`src/fdf_map.vh`:
```
`ifndef FDF_MAP_VH
`define FDF_MAP_VH
// register indices, byte address is four times the index
`define FDF_IX_F3_START   8'h9D
`define FDF_IX_PON_DUTY   8'h9E
`define FDF_IX_FAULT      8'h9F
`define FDF_IX_CNT_HI     8'hA0
`define FDF_IX_CNT_LO     8'hA1
`define FDF_IX_EXP_HI     8'hA2
`define FDF_IX_EXP_LO     8'hA3
`define FDF_IX_FULL_HI    8'hA4
`define FDF_IX_FULL_LO    8'hA5
`define FDF_IX_BOUND1     8'hA6
`define FDF_IX_STATUS     8'hB0
`define FDF_IX_MASK       8'hB1
// reset values
`define FDF_RST_F3_START  4'h5
`define FDF_RST_PON_DUTY  8'h66
`define FDF_RST_FTIME     4'hA
`define FDF_RST_CNT_HI    8'h0F
`define FDF_RST_CNT_LO    8'hFF
`define FDF_RST_EXP_HI    8'h00
`define FDF_RST_EXP_LO    8'h01
`define FDF_RST_FULL_HI   8'h03
`define FDF_RST_FULL_LO   8'hFF
`define FDF_RST_BOUND1    8'h3C
// fault/bank register fields
`define FDF_FLD_BANK      7
`define FDF_FLD_FULLSEL   4
// status bits
`define FDF_ST_F1_FAULT   0
`define FDF_ST_F3_FAULT   1
// duty levels
`define FDF_DUTY_FULL     8'hFF
`define FDF_DUTY_40       8'h66
// timing
`define FDF_CLK_NS        50
`define FDF_ONE_SEC_NS    1000000000
`define FDF_SEC_CYCLES    (`FDF_ONE_SEC_NS / `FDF_CLK_NS)
`endif

```
`src/fdf_top.v`:
```
// Function
// - a starting fan 3 jumps from zero duty straight to the start field times 8, field resets to 5h.
// - a slowing fan 3 drops to zero duty once its demand falls below the start field times 4.
// - a power-on duty byte kept from before shutdown is loaded as the fan duty at power-up, byte resets to 66h.
// - with no kept byte, power-up duty is 100% when the full-duty select is 0 and 40% when it is 1.
// - the full-duty select is captured at power-on from the serial DTR strap pin.
// - the bank-select bit, bit 7 of the fault-time register, hides the banked registers: they read 0 and ignore writes.
// - a fault event is raised when duty is FFh and the count misses the expected count within the fault time.
// - the 4-bit fault-time field N means N+1 seconds and resets to Ah.
// - a fault event is also raised when a fan is stopped while its duty exceeds its minimum duty.
// - reading the fan 1 count high byte latches the low byte; software reads high then low.
// - the full-speed count pair latches the same way and resets to 03h and FFh.
// - in speed mode the expected pair holds the target count, updated by hardware in auto mode.
// - in duty mode the expected high byte is reserved and the low byte holds the duty value.
// - above boundary 1 the expected value comes from segment 1, below boundary minus hysteresis from segment 2.
// - the boundary 1 byte is a signed temperature and resets to 3Ch.
// - the 4-bit hysteresis keeps the segment unchanged between boundary minus hysteresis and boundary.
`timescale 1ns/10ps
`include "fdf_map.vh"
module fdf_top #(
   parameter SEC_CYCLES = `FDF_SEC_CYCLES
) (
   // clock and reset
   input  wire        pclk,
   input  wire        presetn,
   // apb slave
   input  wire        psel,
   input  wire        penable,
   input  wire        pwrite,
   input  wire [11:0] paddr,
   input  wire [31:0] pwdata,
   output reg  [31:0] prdata,
   output reg         pready,
   output reg         pslverr,
   // power-on
   input  wire        serial_dtr_strap_pin,
   input  wire        pon_duty_kept,
   // fan 1 side
   input  wire [15:0] fan1_tach_count,
   input  wire        fan1_stopped,
   input  wire [3:0]  fan1_min_start,
   input  wire [1:0]  first_fan_mode_field,
   input  wire [3:0]  first_fan_hysteresis,
   input  wire [7:0]  temperature_source_one,
   input  wire [7:0]  fan1_segment1,
   input  wire [7:0]  fan1_segment2,
   output reg  [7:0]  fan1_duty,
   // fan 3 side
   input  wire [7:0]  fan3_demand,
   input  wire        fan3_stopped,
   output reg  [7:0]  fan3_duty,
   // system
   output reg         bank_select_bit,
   output reg         irq
);
   // registers
   reg  [3:0] third_start_duty;
   reg  [7:0] power_on_duty_byte;
   reg        full_duty_sel;
   reg  [3:0] fault_time;
   reg  [7:0] cnt_hi;
   reg  [7:0] cnt_lo;
   reg  [7:0] cnt_lo_latch;
   reg  [7:0] exp_hi;
   reg  [7:0] exp_lo;
   reg  [7:0] full_hi;
   reg  [7:0] full_lo;
   reg  [7:0] full_lo_latch;
   reg  [7:0] boundary_one_temp;
   reg  [1:0] status;
   reg  [1:0] mask;
   reg        strap_done;
   reg        seg_one;
   reg  [1:0] next_status;
   reg  [31:0] next_rdata;
   reg        next_err;
   reg  [7:0] next_f3;

   wire       duty_mode = first_fan_mode_field[0];
   wire       auto_mode = ~first_fan_mode_field[1];

   // apb decode
   wire [7:0] idx      = paddr[9:2];
   wire       aligned  = (paddr[1:0] == 2'b00) && (paddr[11:10] == 2'b00);
   wire       setup_ok = psel & penable & ~pready;
   wire       done     = psel & penable & pready;
   wire       wr       = done & pwrite & ~pslverr;
   wire       rd       = done & ~pwrite & ~pslverr;
   wire       own_bank = ~bank_select_bit;
   // low byte is latched on the edge that samples the high byte, so the pair is coherent
   wire       rd_take  = setup_ok & ~pwrite & ~next_err;

   // signed temperature compare with hysteresis
   wire signed [9:0] temp_s  = {{2{temperature_source_one[7]}}, temperature_source_one};
   wire signed [9:0] bound_s = {{2{boundary_one_temp[7]}}, boundary_one_temp};
   wire signed [9:0] low_s   = bound_s - $signed({6'h00, first_fan_hysteresis});
   wire [7:0] seg_val = seg_one ? fan1_segment1 : fan1_segment2;

   // fan 3 thresholds and fan 1 minimum duty
   wire [7:0] f3_start = {1'b0, third_start_duty, 3'b000};
   wire [7:0] f3_stop  = {2'b00, third_start_duty, 2'b00};
   wire [7:0] f1_min   = {2'b00, fan1_min_start, 2'b00};

   // fault conditions
   wire [15:0] exp_cnt = {exp_hi, exp_lo};
   wire [15:0] cnt_val = {cnt_hi, cnt_lo};
   wire f1_slow   = (fan1_duty == `FDF_DUTY_FULL) && (cnt_val > exp_cnt);
   wire f1_expire;
   wire f1_stall  = fan1_stopped && (fan1_duty > f1_min);
   wire f3_stall  = fan3_stopped && (fan3_duty > f3_stop);
   reg  f1_stall_d;
   reg  f3_stall_d;

   fdf_fault_timer #(
      .SEC_CYCLES (SEC_CYCLES)
   ) u_f1_timer (
      .pclk    (pclk),
      .presetn (presetn),
      .cond    (f1_slow),
      .secs_m1 (fault_time),
      .expired (f1_expire)
   );

   // read mux and unmapped answer
   always @*
   begin
      next_rdata = 32'h0000_0000;
      next_err   = 1'b0;
      if (!aligned)
         next_err = 1'b1;
      else if (idx == `FDF_IX_FAULT)
         next_rdata[7:0] = {bank_select_bit, 2'b00, full_duty_sel, fault_time};
      else if (idx == `FDF_IX_STATUS)
         next_rdata[1:0] = status;
      else if (idx == `FDF_IX_MASK)
         next_rdata[1:0] = mask;
      else if (!own_bank)
         next_rdata = 32'h0000_0000;
      else
      begin
         case (idx)
            `FDF_IX_F3_START: next_rdata[3:0] = third_start_duty;
            `FDF_IX_PON_DUTY: next_rdata[7:0] = power_on_duty_byte;
            `FDF_IX_CNT_HI:   next_rdata[7:0] = cnt_hi;
            `FDF_IX_CNT_LO:   next_rdata[7:0] = cnt_lo_latch;
            `FDF_IX_EXP_HI:   next_rdata[7:0] = duty_mode ? 8'h00 : exp_hi;
            `FDF_IX_EXP_LO:   next_rdata[7:0] = exp_lo;
            `FDF_IX_FULL_HI:  next_rdata[7:0] = full_hi;
            `FDF_IX_FULL_LO:  next_rdata[7:0] = full_lo_latch;
            `FDF_IX_BOUND1:   next_rdata[7:0] = boundary_one_temp;
            default:          next_err = 1'b1;
         endcase
      end
   end

   // one wait state so prdata and pready leave flip-flops
   always @(posedge pclk or negedge presetn)
   begin
      if (!presetn)
      begin
         pready  <= 1'b0;
         prdata  <= 32'h0000_0000;
         pslverr <= 1'b0;
      end
      else
      begin
         pready  <= setup_ok;
         pslverr <= setup_ok & next_err;
         if (setup_ok)
            prdata <= pwrite ? 32'h0000_0000 : next_rdata;
      end
   end

   // software registers
   always @(posedge pclk or negedge presetn)
   begin
      if (!presetn)
      begin
         third_start_duty   <= `FDF_RST_F3_START;
         power_on_duty_byte <= `FDF_RST_PON_DUTY;
         bank_select_bit    <= 1'b0;
         fault_time         <= `FDF_RST_FTIME;
         full_hi            <= `FDF_RST_FULL_HI;
         full_lo            <= `FDF_RST_FULL_LO;
         boundary_one_temp  <= `FDF_RST_BOUND1;
         mask               <= 2'b00;
      end
      else if (wr)
      begin
         case (idx)
            `FDF_IX_FAULT:
            begin
               bank_select_bit <= pwdata[`FDF_FLD_BANK];
               fault_time      <= pwdata[3:0];
            end
            `FDF_IX_MASK: mask <= pwdata[1:0];
            default:
            begin
               if (own_bank && idx == `FDF_IX_F3_START)
                  third_start_duty <= pwdata[3:0];
               if (own_bank && idx == `FDF_IX_PON_DUTY)
                  power_on_duty_byte <= pwdata[7:0];
               if (own_bank && idx == `FDF_IX_FULL_HI)
                  full_hi <= pwdata[7:0];
               if (own_bank && idx == `FDF_IX_FULL_LO)
                  full_lo <= pwdata[7:0];
               if (own_bank && idx == `FDF_IX_BOUND1)
                  boundary_one_temp <= pwdata[7:0];
            end
         endcase
      end
   end

   // strap capture and power-on duty, one clock after reset release
   always @(posedge pclk or negedge presetn)
   begin
      if (!presetn)
      begin
         strap_done    <= 1'b0;
         full_duty_sel <= 1'b1;
         fan1_duty     <= `FDF_DUTY_FULL;
      end
      else
      begin
         if (!strap_done)
         begin
            strap_done    <= 1'b1;
            full_duty_sel <= serial_dtr_strap_pin;
            if (pon_duty_kept)
               fan1_duty <= power_on_duty_byte;
            else
               fan1_duty <= serial_dtr_strap_pin ? `FDF_DUTY_40 : `FDF_DUTY_FULL;
         end
         else
         begin
            if (wr && idx == `FDF_IX_FAULT)
               full_duty_sel <= pwdata[`FDF_FLD_FULLSEL];
            // duty mode drives the output from the expected duty byte
            if (duty_mode)
               fan1_duty <= exp_lo;
         end
      end
   end

   // count sampling and high-first latching
   always @(posedge pclk or negedge presetn)
   begin
      if (!presetn)
      begin
         cnt_hi        <= `FDF_RST_CNT_HI;
         cnt_lo        <= `FDF_RST_CNT_LO;
         cnt_lo_latch  <= `FDF_RST_CNT_LO;
         full_lo_latch <= `FDF_RST_FULL_LO;
      end
      else
      begin
         // high byte freezes during a high read so the pair stays coherent
         if (!(rd && own_bank && idx == `FDF_IX_CNT_HI))
         begin
            cnt_hi <= fan1_tach_count[15:8];
            cnt_lo <= fan1_tach_count[7:0];
         end
         if (rd_take && own_bank && idx == `FDF_IX_CNT_HI)
            cnt_lo_latch <= cnt_lo;
         if (rd_take && own_bank && idx == `FDF_IX_FULL_HI)
            full_lo_latch <= full_lo;
      end
   end

   // segment selection with hysteresis band
   always @(posedge pclk or negedge presetn)
   begin
      if (!presetn)
         seg_one <= 1'b0;
      else if (temp_s > bound_s)
         seg_one <= 1'b1;
      else if (temp_s < low_s)
         seg_one <= 1'b0;
   end

   // expected pair, hardware owns it in auto mode
   always @(posedge pclk or negedge presetn)
   begin
      if (!presetn)
      begin
         exp_hi <= `FDF_RST_EXP_HI;
         exp_lo <= `FDF_RST_EXP_LO;
      end
      else if (auto_mode)
      begin
         exp_hi <= 8'h00;
         exp_lo <= seg_val;
      end
      else if (wr && own_bank)
      begin
         if (idx == `FDF_IX_EXP_HI && !duty_mode)
            exp_hi <= pwdata[7:0];
         if (idx == `FDF_IX_EXP_LO)
            exp_lo <= pwdata[7:0];
      end
   end

   // fan 3 duty shaping
   always @*
   begin
      next_f3 = fan3_demand;
      if (fan3_demand < f3_stop)
         next_f3 = 8'h00;
      else if (fan3_duty == 8'h00 && fan3_demand < f3_start)
         next_f3 = f3_start;
   end

   always @(posedge pclk or negedge presetn)
   begin
      if (!presetn)
         fan3_duty <= 8'h00;
      else if (fan3_duty == 8'h00 && fan3_demand != 8'h00)
         fan3_duty <= (fan3_demand < f3_stop) ? 8'h00 : f3_start;
      else
         fan3_duty <= next_f3;
   end

   // sticky status, set beats write-one-to-clear
   always @*
   begin
      next_status = status;
      if (wr && idx == `FDF_IX_STATUS)
         next_status = status & ~pwdata[1:0];
      if (f1_expire || (f1_stall && !f1_stall_d))
         next_status[`FDF_ST_F1_FAULT] = 1'b1;
      if (f3_stall && !f3_stall_d)
         next_status[`FDF_ST_F3_FAULT] = 1'b1;
   end

   always @(posedge pclk or negedge presetn)
   begin
      if (!presetn)
      begin
         status     <= 2'b00;
         f1_stall_d <= 1'b0;
         f3_stall_d <= 1'b0;
         irq        <= 1'b0;
      end
      else
      begin
         status     <= next_status;
         f1_stall_d <= f1_stall;
         f3_stall_d <= f3_stall;
         irq        <= |(next_status & mask);
      end
   end
endmodule // fdf_top

```
`src/fdf_fault_timer.v`:
```
`timescale 1ns/10ps
`include "fdf_map.vh"
module fdf_fault_timer #(
   parameter SEC_CYCLES = `FDF_SEC_CYCLES,
   parameter CW         = 25
) (
   // clock and reset
   input  wire          pclk,
   input  wire          presetn,
   // control
   input  wire          cond,
   input  wire [3:0]    secs_m1,
   // result
   output reg           expired
);
   reg [CW-1:0] cyc;
   reg [4:0]    secs;
   wire         sec_tick = (cyc == SEC_CYCLES[CW-1:0] - {{(CW-1){1'b0}}, 1'b1});

   // field N means N+1 whole seconds; restarts whenever the condition drops
   always @(posedge pclk or negedge presetn)
   begin
      if (!presetn)
      begin
         cyc     <= {CW{1'b0}};
         secs    <= 5'h00;
         expired <= 1'b0;
      end
      else
      begin
         expired <= 1'b0;
         if (!cond)
         begin
            cyc  <= {CW{1'b0}};
            secs <= 5'h00;
         end
         else if (sec_tick)
         begin
            cyc <= {CW{1'b0}};
            if (secs == {1'b0, secs_m1})
            begin
               expired <= 1'b1;
               secs    <= 5'h00;
            end
            else
               secs <= secs + 5'h01;
         end
         else
            cyc <= cyc + {{(CW-1){1'b0}}, 1'b1};
      end
   end
endmodule // fdf_fault_timer

```
`config.mk`:
```
export PLATFORM = sky130hd
export DESIGN_NAME = fdf_top
export DESIGN_NICKNAME = d
export VERILOG_FILES = /design/src/fdf_top.v /design/src/fdf_fault_timer.v
export VERILOG_INCLUDE_DIRS = /design/src
export SDC_FILE = /design/constraint.sdc
export NUM_CORES = 1
export LEC_CHECK = 0
export ABC_CLOCK_PERIOD_IN_PS = 4000
export BUFFER_PORTS_ARGS = -buffer_cell sky130_fd_sc_hd__buf_2
export CORE_MARGIN = 5
export CORE_UTILIZATION = 36
export DETAILED_ROUTE_END_ITERATION = 7
export SYNTH_ARGS = -nofsm -noshare
export SYNTH_HDL_FRONTEND = slang
export SYNTH_SLANG_ARGS = --single-unit
```
`constraint.sdc`:
```
create_clock -name pclk -period 4 [get_ports pclk]
set_input_delay 0.2 -clock pclk [delete_from_list [all_inputs] [get_ports pclk]]
set_output_delay 0.2 -clock pclk [all_outputs]
set_load 0.01 [all_outputs]
```
==> results of run 1 <==
logic make-up after synthesis:
kind of cell / count (synthesis)
AO/OA/AOI/OAI: 155
XOR/XNOR: 32
adder cells (fa/ha/maj): 53
buffers and inverters: 105
flip-flops: 156
multiplexers: 104
other: 2
AND/OR/NAND/NOR: 284
report_power, final:
group | leakage (nW) | internal, mW | switching [mW]
Clock | 0.290 | 0.987 | 0.658
Combinational | 2.46 | 0.152 | 0.230
Sequential | 1.89 | 1.64 | 0.0657
worst register-to-register path, cell delays in order (launching register included):
cell and delay, ns:
dfrtp_1 0.42, inv_1 0.06, ha_1 0.20, fa_1 0.41, nor2b_1 0.14, o21ai_0 0.15
and3_1 0.22, nor2_1 0.12, ha_1 0.25, nand3_1 0.09, a21oi_1 0.04, a2111oi_0 0.41
o221ai_1 0.19
through the flow:
stage          cells  worst slack, ns  power (mW)  util, %  instance area, um^2
2_1_floorplan    914             1.55        1.93        -                 9340
3_3_place_gp    1303             1.21        2.09     39.8                10000
3_5_place_dp    1303             1.17        2.10     39.8                10000
4_1_cts         1344             1.14        3.76     42.5                10700
5_1_grt         1345             1.03        3.88     42.5                10700
6_report        1345             1.15        3.73     42.5                10700
final cells by class:
cell class	count	share of cell area, %
repair buffers	127	6.63
multi-input cells	653	45.3
clock buffers	23	4.54
inverters	47	1.64
clock inverters	9	1.04
flip-flops and latches	156	37.0
well taps	330	3.84
path summary, 6_finish.rpt:
path | from | depth (start not counted) | end | slack [ns]
hold / removal | fan1_tach_count[8] | 2 | cnt_hi[0] | 0.01
max in group asynchronous | presetn | 3 | full_lo_latch[7] | 2.72
hold reg to reg | prdata[6] | 2 | prdata[6] | 0.49
min in group asynchronous | presetn | 2 | u_f1_timer.cyc[21] | 0.43
setup / recovery | boundary_one_temp[0] | 12 | seg_one | 1.15
setup reg to reg | boundary_one_temp[0] | 12 | seg_one | 1.15
metal layers:
layer,vias to the layer above,global-route usage [%],wire length (um)
li1,3455,-,-
met1,3568,24.8,11600
met2,235,26.9,11600
met3,39,3.23,1570
met4,0,5.80,548
met5,-,0,0
sequential cells by signal, indices dropped and copies added, names as in the netlist, 2 cells and up:
| signal | count |
|---|---|
| exp_lo | 8 |
| u_f1_timer.secs | 5 |
| prdata | 8 |
| status | 2 |
| cnt_lo | 8 |
| fan3_duty | 8 |
| full_lo | 8 |
| u_f1_timer.cyc | 25 |
| cnt_hi | 8 |
| boundary_one_temp | 8 |
| fan1_duty | 8 |
| power_on_duty_byte | 8 |
| mask | 2 |
| third_start_duty | 4 |
| cnt_lo_latch | 8 |
| exp_hi | 8 |
| fault_time | 4 |
| full_lo_latch | 8 |
| full_hi | 8 |
Yosys cell counts, types with 4 or more instances:
cell type | instances | area share [%]
o21a_1 | 4 | 0.32
a2111oi_0 | 5 | 0.47
buf_4 | 25 | 2.0
nand3_1 | 33 | 1.8
a32oi_1 | 5 | 0.47
a31oi_1 | 4 | 0.27
nor3b_1 | 4 | 0.32
nor2_1 | 36 | 1.5
and4_1 | 5 | 0.47
ha_1 | 52 | 7.0
dfrtp_1 | 96 | 26
and3_1 | 11 | 0.74
xor2_1 | 12 | 1.1
o211ai_1 | 4 | 0.32
nor4_1 | 6 | 0.41
nand2b_1 | 10 | 0.68
clkbuf_1 | 24 | 0.97
inv_1 | 47 | 1.9
nand2_1 | 47 | 1.9
xnor2_1 | 20 | 1.9
o21ai_0 | 28 | 1.5
nor2b_1 | 20 | 1.4
a21oi_1 | 33 | 1.8
buf_2 | 5 | 0.27
mux2i_1 | 29 | 3.1
a221oi_1 | 4 | 0.38
a22oi_1 | 6 | 0.49
mux2_2 | 75 | 9.1
or4_1 | 4 | 0.32
nor3_1 | 48 | 2.6
and2_1 | 7 | 0.47
a21boi_0 | 9 | 0.73
a22o_1 | 7 | 0.66
nand3b_1 | 5 | 0.41
and3b_1 | 5 | 0.47
dfstp_2 | 60 | 17
a211oi_1 | 21 | 1.7
nand4_1 | 18 | 1.2
==> out/results.tsv, run 1 <==
metric	value	unit
grt_pass1_wl	39700	um
cp_max_fo	4	
timing.fmax	351	MHz
mostFrequentLayoutCell	buf_2	
ys.flop_type	dfrtp_1	
regArea	3980	um^2
timing.slew.headroom	28.8	%
setup_tns	0	ns
synthMuxAreaShare	12.3	%
finalHoldViolCount	0	
yosysSeqAreaShare	43.0	%
rows	58	
slew_viol_final	0	
fill_cells	2490	
overflow	0	
finalClockSkew	0.0105	ns
critical_path_class	reg -> reg	
cts_setup_buffers	0	
syn_area_per_cell	10.4	um^2
drv_cap	0	
synth-xor-area-share	3.03	%
routed_wl	25200	um
nets	1166	
p_leak	4.64	nW
synthSimpleGateAreaFrac	17.3	%
hp-class	in -> reg	
ys_ff_latch	156	
outcome	complete, no violations	
whs	0.00955	ns
critPathMaxStageDelay	0.42	ns
async_reset_ff_share	100	%
die_h	170	um
vias	7297	
crit_chain	inv_1 -> ha_1 -> fa_1 -> nor2b_1 -> o21ai_0 -> and3_1 -> nor2_1 -> ha_1 -> nand3_1 -> a21oi_1 -> a2111oi_0 -> o221ai_1	
holdBufCountCts	9	
clk_latency	0.43	ns
htree_levels	4	
final_cell_mix	buf_2, dfrtp_1, mux2_2	
cp_data_required_time	4.29	ns
synthAdderAreaFrac	7.25	%
cts_resized	0	
die_width	170	um
design.die.area	29000	um^2
vdd_drop_max	0.000227	V
wl_per_cell	18.8	um
drive_above_1_share	29.0	%
grt_max_degree	100	
crit_top_cell	ha_1	
place.gp.congestion	0.891	
drt_iter0_markers	431	
synth_edf_count	0	
synth_top_family_by_area	simple AND/OR/NAND/NOR gates	
track_usage	17.5	%
clockBufferDepth	2	
drc	0	
multiInputGateArea	4860	um^2
cts_tree	yes	
startpoint_type	flip-flop	
vias_per_cell	5.43	
insertedDiodeCount	0	
synth_compound_area_share	11.7	%
cts_buffers	17	
tightest_slew	1.07	ns
clock-sinks	156	
setup_viol	0	
p_per_area	347	nW/um^2
rsz0062_at_grt	no	
syn_to_final_growth	16.1	%
critPathCaptureType	flip-flop	
cts_root_buffer	clkbuf_16	
syn_inst	891	
antenna_found_initial	0	
core_area	25300	um^2
ys_types	72	
ant_nets	0	
drtPass1Iterations	5	
cp_num_buf_inv	1	
fin_crit_sh	71.2	%
dp_hpwl	18800	um
top_level_ports	163	
start_util	36.6	%
io_buffers	114	
syn_area	9250	um^2
clkTransAtPathRegs	0.07	ns
period_needed	2.85	ns
slowest_stage	dfrtp_1	
ys_warn_count	0	
cp.arrival	3.14	ns
grt_pass1_vias	7107	
cp_top_family	adder cells	
Note: power is estimated with default switching activity, not from simulation.
==> inputs of run 2 (changes only) <==
--- a/config.mk
+++ b/config.mk
@@ -6,7 +6,8 @@
 export SDC_FILE = /design/constraint.sdc
 export NUM_CORES = 1
 export LEC_CHECK = 0
-export ABC_CLOCK_PERIOD_IN_PS = 4000
+export ABC_AREA = 1
+export ABC_CLOCK_PERIOD_IN_PS = 2900
 export BUFFER_PORTS_ARGS = -buffer_cell sky130_fd_sc_hd__buf_2
 export CORE_MARGIN = 5
 export CORE_UTILIZATION = 36
==> constraint.sdc (replaced) <==
create_clock -name pclk -period 2.9 [get_ports pclk]
set_input_delay 0.145 -clock pclk [delete_from_list [all_inputs] [get_ports pclk]]
set_output_delay 0.145 -clock pclk [all_outputs]
set_load 0.01 [all_outputs]
==> out/results.tsv, run 2 <==
metric	value	unit	change
rr_endpoint	seg_one		
cts_tree	yes		
placed_cells	1635		+25%
drv_cap	0		unchanged
nets	1509		+29%
yosysSeqAreaShare	41.8	%	-1.2 points
slew_viol_final	0		unchanged
syn_to_final_growth	17.7	%	
dp_hpwl	20900	um	+11%
top_level_ports	163		unchanged
synth-xor-area-share	1.56	%	-1.5 points
ys.flop_type	dfrtp_1		
fill_cells	2633		+5.7%
ys_warn_count	0		unchanged
synth_top_family_by_area	simple AND/OR/NAND/NOR gates		
ys_top_cells_by_count	nand2_1, inv_1, nor2_1		
cp_data_required_time	3.22	ns	-1.07 ns
cts_buffers	17		unchanged
hp-start	fan1_segment2[1]		
grt_pass1_wl	43100	um	+8.4%
design.die.area	29800	um^2	+2.7%
vdd_drop_max	0.000434	V	+91%
synthAdderAreaFrac	7.05	%	-0.20 points
synth_edf_count	0		unchanged
period_needed	2.61	ns	-0.240 ns
place.gp.congestion	0.929		+4.3%
async_reset_ff_share	100	%	unchanged
critPathCaptureType	flip-flop		
startpoint_type	flip-flop		
die_h	173	um	+1.4%
rows	59		+1.7%
synth_compound_area_share	12.5	%	+0.79 points
setup_tns	0	ns	unchanged
drive_above_1_share	21.0	%	-8.0 points
rr_startpoint	boundary_one_temp[0]		
fin_crit_sh	90.0	%	+19 points
vias	8221		+13%
ys_ff_latch	156		unchanged
cp.arrival	2.93	ns	-0.21 ns
insertedDiodeCount	0		unchanged
largest_register	u_f1_timer.cyc		
routed_wl	26700	um	+5.8%
synthMuxAreaShare	1.10	%	-11 points
clk_latency	0.43	ns	about the same
synth_top_area_share	25.2	%	-0.73 points
cp_max_fo	3		-1
ant_nets	0		unchanged
ys_types	52		-28%
p_leak	5.53	nW	+19%
finalHoldViolCount	0		unchanged
core_area	26100	um^2	+3.2%
finalClockSkew	0.00968	ns	-0.000819 ns
drtPass1Iterations	5		unchanged
grt_pass1_vias	8091		+14%
timing.fmax	383	MHz	+9.2%
mostFrequentLayoutCell	nand2_1		
clockBufferDepth	2		unchanged
outcome	complete, no violations		
syn_area	9520	um^2	+2.9%
track_usage	17.8	%	+0.33 points
yosysMostFrequentCell	nand2_1		
antenna_found_initial	3		+3
drc	0		unchanged
rr_worst_depth	15		+3
start_util	36.5	%	-0.10 points
syn_area_per_cell	7.92	um^2	-24%
final_cell_mix	nand2_1, inv_1, nor2_1		
reg2reg_slack	0.29	ns	-0.86 ns
htree_levels	4		unchanged
syn_inst	1202		+35%
grt_max_degree	75		-25%
vias_per_cell	4.86		-10%
synth_top_area_cell	dfrtp_1		
synth_area_leaders	dfrtp_1, dfstp_2, nand2_1		
clkTransAtPathRegs	0.07	ns	about the same
critical_path_class	reg -> reg		
synthSimpleGateAreaFrac	25.1	%	+7.7 points
min_to	exp_lo[1]		
largest_reg_flops	25		unchanged
io_buffers	114		unchanged
wl_per_cell	15.8	um	-16%
die_width	173	um	+1.4%
clock-sinks	156		unchanged
hp-class	in -> reg		
setup_viol	0		unchanged
cts_root_buffer	clkbuf_16		
overflow	0		unchanged
stdcell_count	1693		+26%
tightest_slew	0.627	ns	-0.442 ns
drt_iter0_markers	518		+20%
hold_depth	3		+1
timing.slew.headroom	57.9	%	+29 points
p_per_area	453	nW/um^2	+30%
-- run 2: cell types whose count changed in the layout (fill, tap and decap cells not counted), moves of 33 or more --
| cell | delta |
|---|---|
| mux2_2 | -71 |
| a21oi_1 | +38 |
| inv_1 | +141 |
| nor2_1 | +126 |
| o21ai_0 | +41 |
| nand2_1 | +183 |
| nor3_1 | -33 |
-- run 2: metal layers --
layer | up-vias | track usage [%] | part of all wire, %
met3 | 40 | 3.95 | 5.6
li1 | 4126 | - | -
met5 | - | 0 | 0.10
met4 | 6 | 4.82 | 2.2
met1 | 3830 | 23.7 | 45
met2 | 219 | 29.3 | 47
-- run 2: final cells by class --
class                           count  area, um^2  area share [%]
Clock buffer                       17         425            3.80
Clock inverter                     15         160            1.43
Inverter                          196         736            6.57
Multi-Input combinational cell    831        4620            41.2
Sequential cell                   156        3980            35.5
Tap cell                          335         419            3.74
Timing Repair Buffer              143         870            7.76
-- run 2: stage by stage --
stage	hold slack, ns	utilization [%]	setup slack [ns]	area, um^2	total power, mW
detailed placement	0.131	39.7	0.210	10300	2.86
CTS	0.0146	42.9	0.189	11200	5.12
global placement	0.129	39.7	0.304	10300	2.85
floorplan	-0.151	-	0.509	9610	2.62
global route	0.0225	43.0	-0.00291	11200	5.30
finish	0.000753	43.0	0.291	11200	5.08
-- run 2: worst max-delay path by stage --
stage	startpoint	to	slack (ns)	cells after the start
finish	boundary_one_temp[0]	seg_one	0.29	15
global route	boundary_one_temp[0]	seg_one	-0.003	16
global placement	boundary_one_temp[2]	seg_one	0.30	15
detailed placement	boundary_one_temp[2]	seg_one	0.21	15
floorplan	boundary_one_temp[2]	seg_one	0.51	15
CTS	boundary_one_temp[2]	seg_one	0.19	15
-- run 2: cells by family after synthesis --
kind of cell | Yosys count
AO/OA/AOI/OAI | 205
XOR/XNOR | 17
adder cells (fa/ha/maj) | 53
buffers and inverters | 238
flip-flops | 156
multiplexers | 8
other | 2
AND/OR/NAND/NOR | 523
-- run 2: critical path, cell delays in order, from the launching register on --
cell     delay, ns
dfrtp_1       0.38
inv_1         0.09
ha_1          0.22
fa_2          0.37
nor2_2        0.13
o21ai_2       0.07
nand3_2       0.10
nor2_1        0.05
nor2_1        0.11
ha_1          0.29
a21oi_1       0.16
o21a_1        0.13
nand3_1       0.11
xnor2_2       0.16
nand3_1       0.08
nand2_1       0.05
-- run 2: repair_timing --
item / CTS / global route
hold buffers: 25 / 0
setup endpoints to repair: 0 / 1
hold endpoints to repair: 56 / 0
setup buffers: 0 / 1
resized for setup: 0 / 8
-- run 2: power by group --
part           total, mW  leakage, nW  switching [mW]  internal [mW]
Clock               2.22        0.279            1.01           1.21
Combinational      0.545         3.44           0.344          0.201
Sequential          2.31         1.81          0.0547           2.25
Total               5.08         5.53            1.41           3.67
==> inputs of run 3 (changes only) <==
--- a/config.mk
+++ b/config.mk
@@ -8,10 +8,10 @@
 export LEC_CHECK = 0
 export ABC_AREA = 1
 export ABC_CLOCK_PERIOD_IN_PS = 2900
-export BUFFER_PORTS_ARGS = -buffer_cell sky130_fd_sc_hd__buf_2
 export CORE_MARGIN = 5
 export CORE_UTILIZATION = 36
 export DETAILED_ROUTE_END_ITERATION = 7
+export DONT_BUFFER_PORTS = 1
 export SYNTH_ARGS = -nofsm -noshare
 export SYNTH_HDL_FRONTEND = slang
 export SYNTH_SLANG_ARGS = --single-unit
==> out/results.tsv, run 3 (synthesis gave the netlist of run 2 again) <==
metric	value	unit	change
p_leak	5.19	nW	-6.2%
largest_register	u_f1_timer.cyc		
grt_max_degree	157		+110%
cp.arrival	2.94	ns	about the same
final_cell_mix	nand2_1, inv_1, nor2_1		
clkTransAtPathRegs	0.07	ns	about the same
grt_pass1_wl	42700	um	-0.77%
design.die.area	29800	um^2	unchanged
hp-class	in -> async		
cp_max_fo	3		unchanged
htree_levels	4		unchanged
grt_pass1_vias	7782		-3.8%
regArea	3980	um^2	unchanged
rsz0062_at_grt	no		
drc	0		unchanged
dp_hpwl	20400	um	-2.6%
power.switching	1.28	mW	-8.8%
post-route-util	41.8	%	-1.2 points
period_needed	2.62	ns	+0.0121 ns
timing.fmax	381	MHz	-0.46%
slew_viol_final	0		unchanged
io_buffers	0		-100%
finalHoldViolCount	159		+159
clk_latency	0.43	ns	about the same
cp_data_required_time	3.22	ns	about the same
clock-sinks	156		unchanged
cts_buffers	17		unchanged
pwr-share-clk	46.7	%	+2.9 points
mostFrequentLayoutCell	nand2_1		
vdd_drop_max	0.000406	V	-6.3%
wl_per_cell	16.6	um	+5.6%
place.gp.congestion	0.983		+5.8%
overflow	0		unchanged
track_usage	17.9	%	+0.11 points
fin_crit_sh	90.4	%	+0.42 points
top_level_ports	163		unchanged
clockBufferDepth	2		unchanged
critical_path_class	reg -> reg		
fill_cells	2605		-1.1%
setup_tns	0	ns	unchanged
nets	1422		-5.8%
drt_iter0_markers	506		-2.3%
antenna_found_initial	2		-1
p_int	3.88	mW	+5.7%
outcome	complete, but fails checks		
startpoint_type	flip-flop		
multiInputGateArea	4600	um^2	-0.46%
rows	59		unchanged
cts_setup_buffers	0		unchanged
drive_above_1_share	12.9	%	-8.1 points
tightest_slew	0.657	ns	+0.0301 ns
setup_viol	0		unchanged
seq_power_share	45.0	%	-0.5 points
drtPass1Iterations	5		unchanged
vias_per_cell	4.89		+0.65%
die_h	173	um	unchanged
p_per_area	473	nW/um^2	+4.5%
timing.slew.headroom	55.8	%	-2.0 points
die_width	173	um	unchanged
finalClockSkew	0.0108	ns	+0.00110 ns
p_sw_share	24.9	%	-2.8 points
drv_cap	0		unchanged
cts_root_buffer	clkbuf_16		
largest_reg_flops	25		unchanged
whs	-0.594	ns	-0.595 ns
core_area	26100	um^2	unchanged
critPathCaptureType	flip-flop		
start_util	36.5	%	unchanged
ant_nets	0		unchanged
cts_tree	yes		
vias	7859		-4.4%
violations	hold timing		
power_frac_comb	8.3	%	-2.4 points
syn_to_final_growth	14.6	%	
routed_wl	26800	um	+0.28%
run 3: cell types whose count changed in the layout (fill, tap and decap cells not counted), moves of 2 or more:
cell           before  now
buf_2             113    0
dlygate4sd3_1      25   51
bufinv_16           1    4
clkbuf_1            0    3
buf_4               3    5
clkinv_4            3    1
diode_2             0    2
inv_8               3    1
run 3: power by group through the flow:
stage,Combinational [mW],Sequential [mW],Clock (mW)
floorplan,0.290,2.33,0
global placement,0.335,2.36,0
detailed placement,0.342,2.36,0
CTS,0.425,2.33,2.45
global route,0.487,2.33,2.54
finish,0.427,2.33,2.41
run 3: worst max-delay path, cell delays in order (launching register included):
cell and delay, ns:
dfrtp_1 0.42, inv_1 0.09, ha_1 0.21, fa_1 0.40, nor2_1 0.13, o21ai_1 0.08, nand3_1 0.12, nor2_1 0.05
nor2_1 0.10, ha_1 0.27, nand2_1 0.11, nor2_1 0.06, o211ai_1 0.09, nand3_1 0.12, xnor2_1 0.14, nand3_1 0.08
nand2_1 0.05
run 3: worst paths after layout:
kind	startpoint	endpoint	slack, ns	cells after the start
min in group pclk	first_fan_mode_field[1]	exp_lo[2]	-0.01	3
worst min register to register	u_f1_timer.expired	status[0]	0.46	1
worst max register to register	boundary_one_temp[0]	seg_one	0.28	16
worst max-delay path	boundary_one_temp[0]	seg_one	0.28	16
worst min-delay path	presetn	u_f1_timer.cyc[9]	-0.59	0
max in group asynchronous	presetn	power_on_duty_byte[5]	3.13	0
run 3: layer usage:
metal	share of wire, %	track usage, %	up-vias
met2	46	28.5	221
met4	2.9	6.40	0
met3	7.0	4.61	43
met1	44	23.8	3638
li1	-	-	3957
met5	0	0	-
run 3: per-stage QoR:
step | cell area [um^2] | setup WS [ns] | cells | hold slack, ns | total power [mW]
2_1_floorplan | 9610 | 0.509 | 1225 | -0.151 | 2.62
3_3_place_gp | 9760 | 0.289 | 1523 | -0.146 | 2.70
3_5_place_dp | 9760 | 0.270 | 1523 | -0.146 | 2.70
4_1_cts | 10900 | 0.262 | 1605 | -0.606 | 5.20
5_1_grt | 10900 | 0.0500 | 1608 | -0.615 | 5.36
6_report | 10900 | 0.279 | 1608 | -0.594 | 5.16
run 3: layout make-up:
cell class,instances,area share [%]
inverters,196,6.75
clock buffers,20,4.00
diodes,2,0.0459
repair buffers,56,5.03
well taps,335,3.84
multi-input cells,831,42.1
clock inverters,12,1.71
flip-flops and latches,156,36.5
run 3: repair_timing:
action / CTS / global route
endpoints found under the hold margin: 253 / 157
gates resized for setup: 0 / 2
hold buffers: 50 / 1
endpoints found under the setup margin: 0 / 1
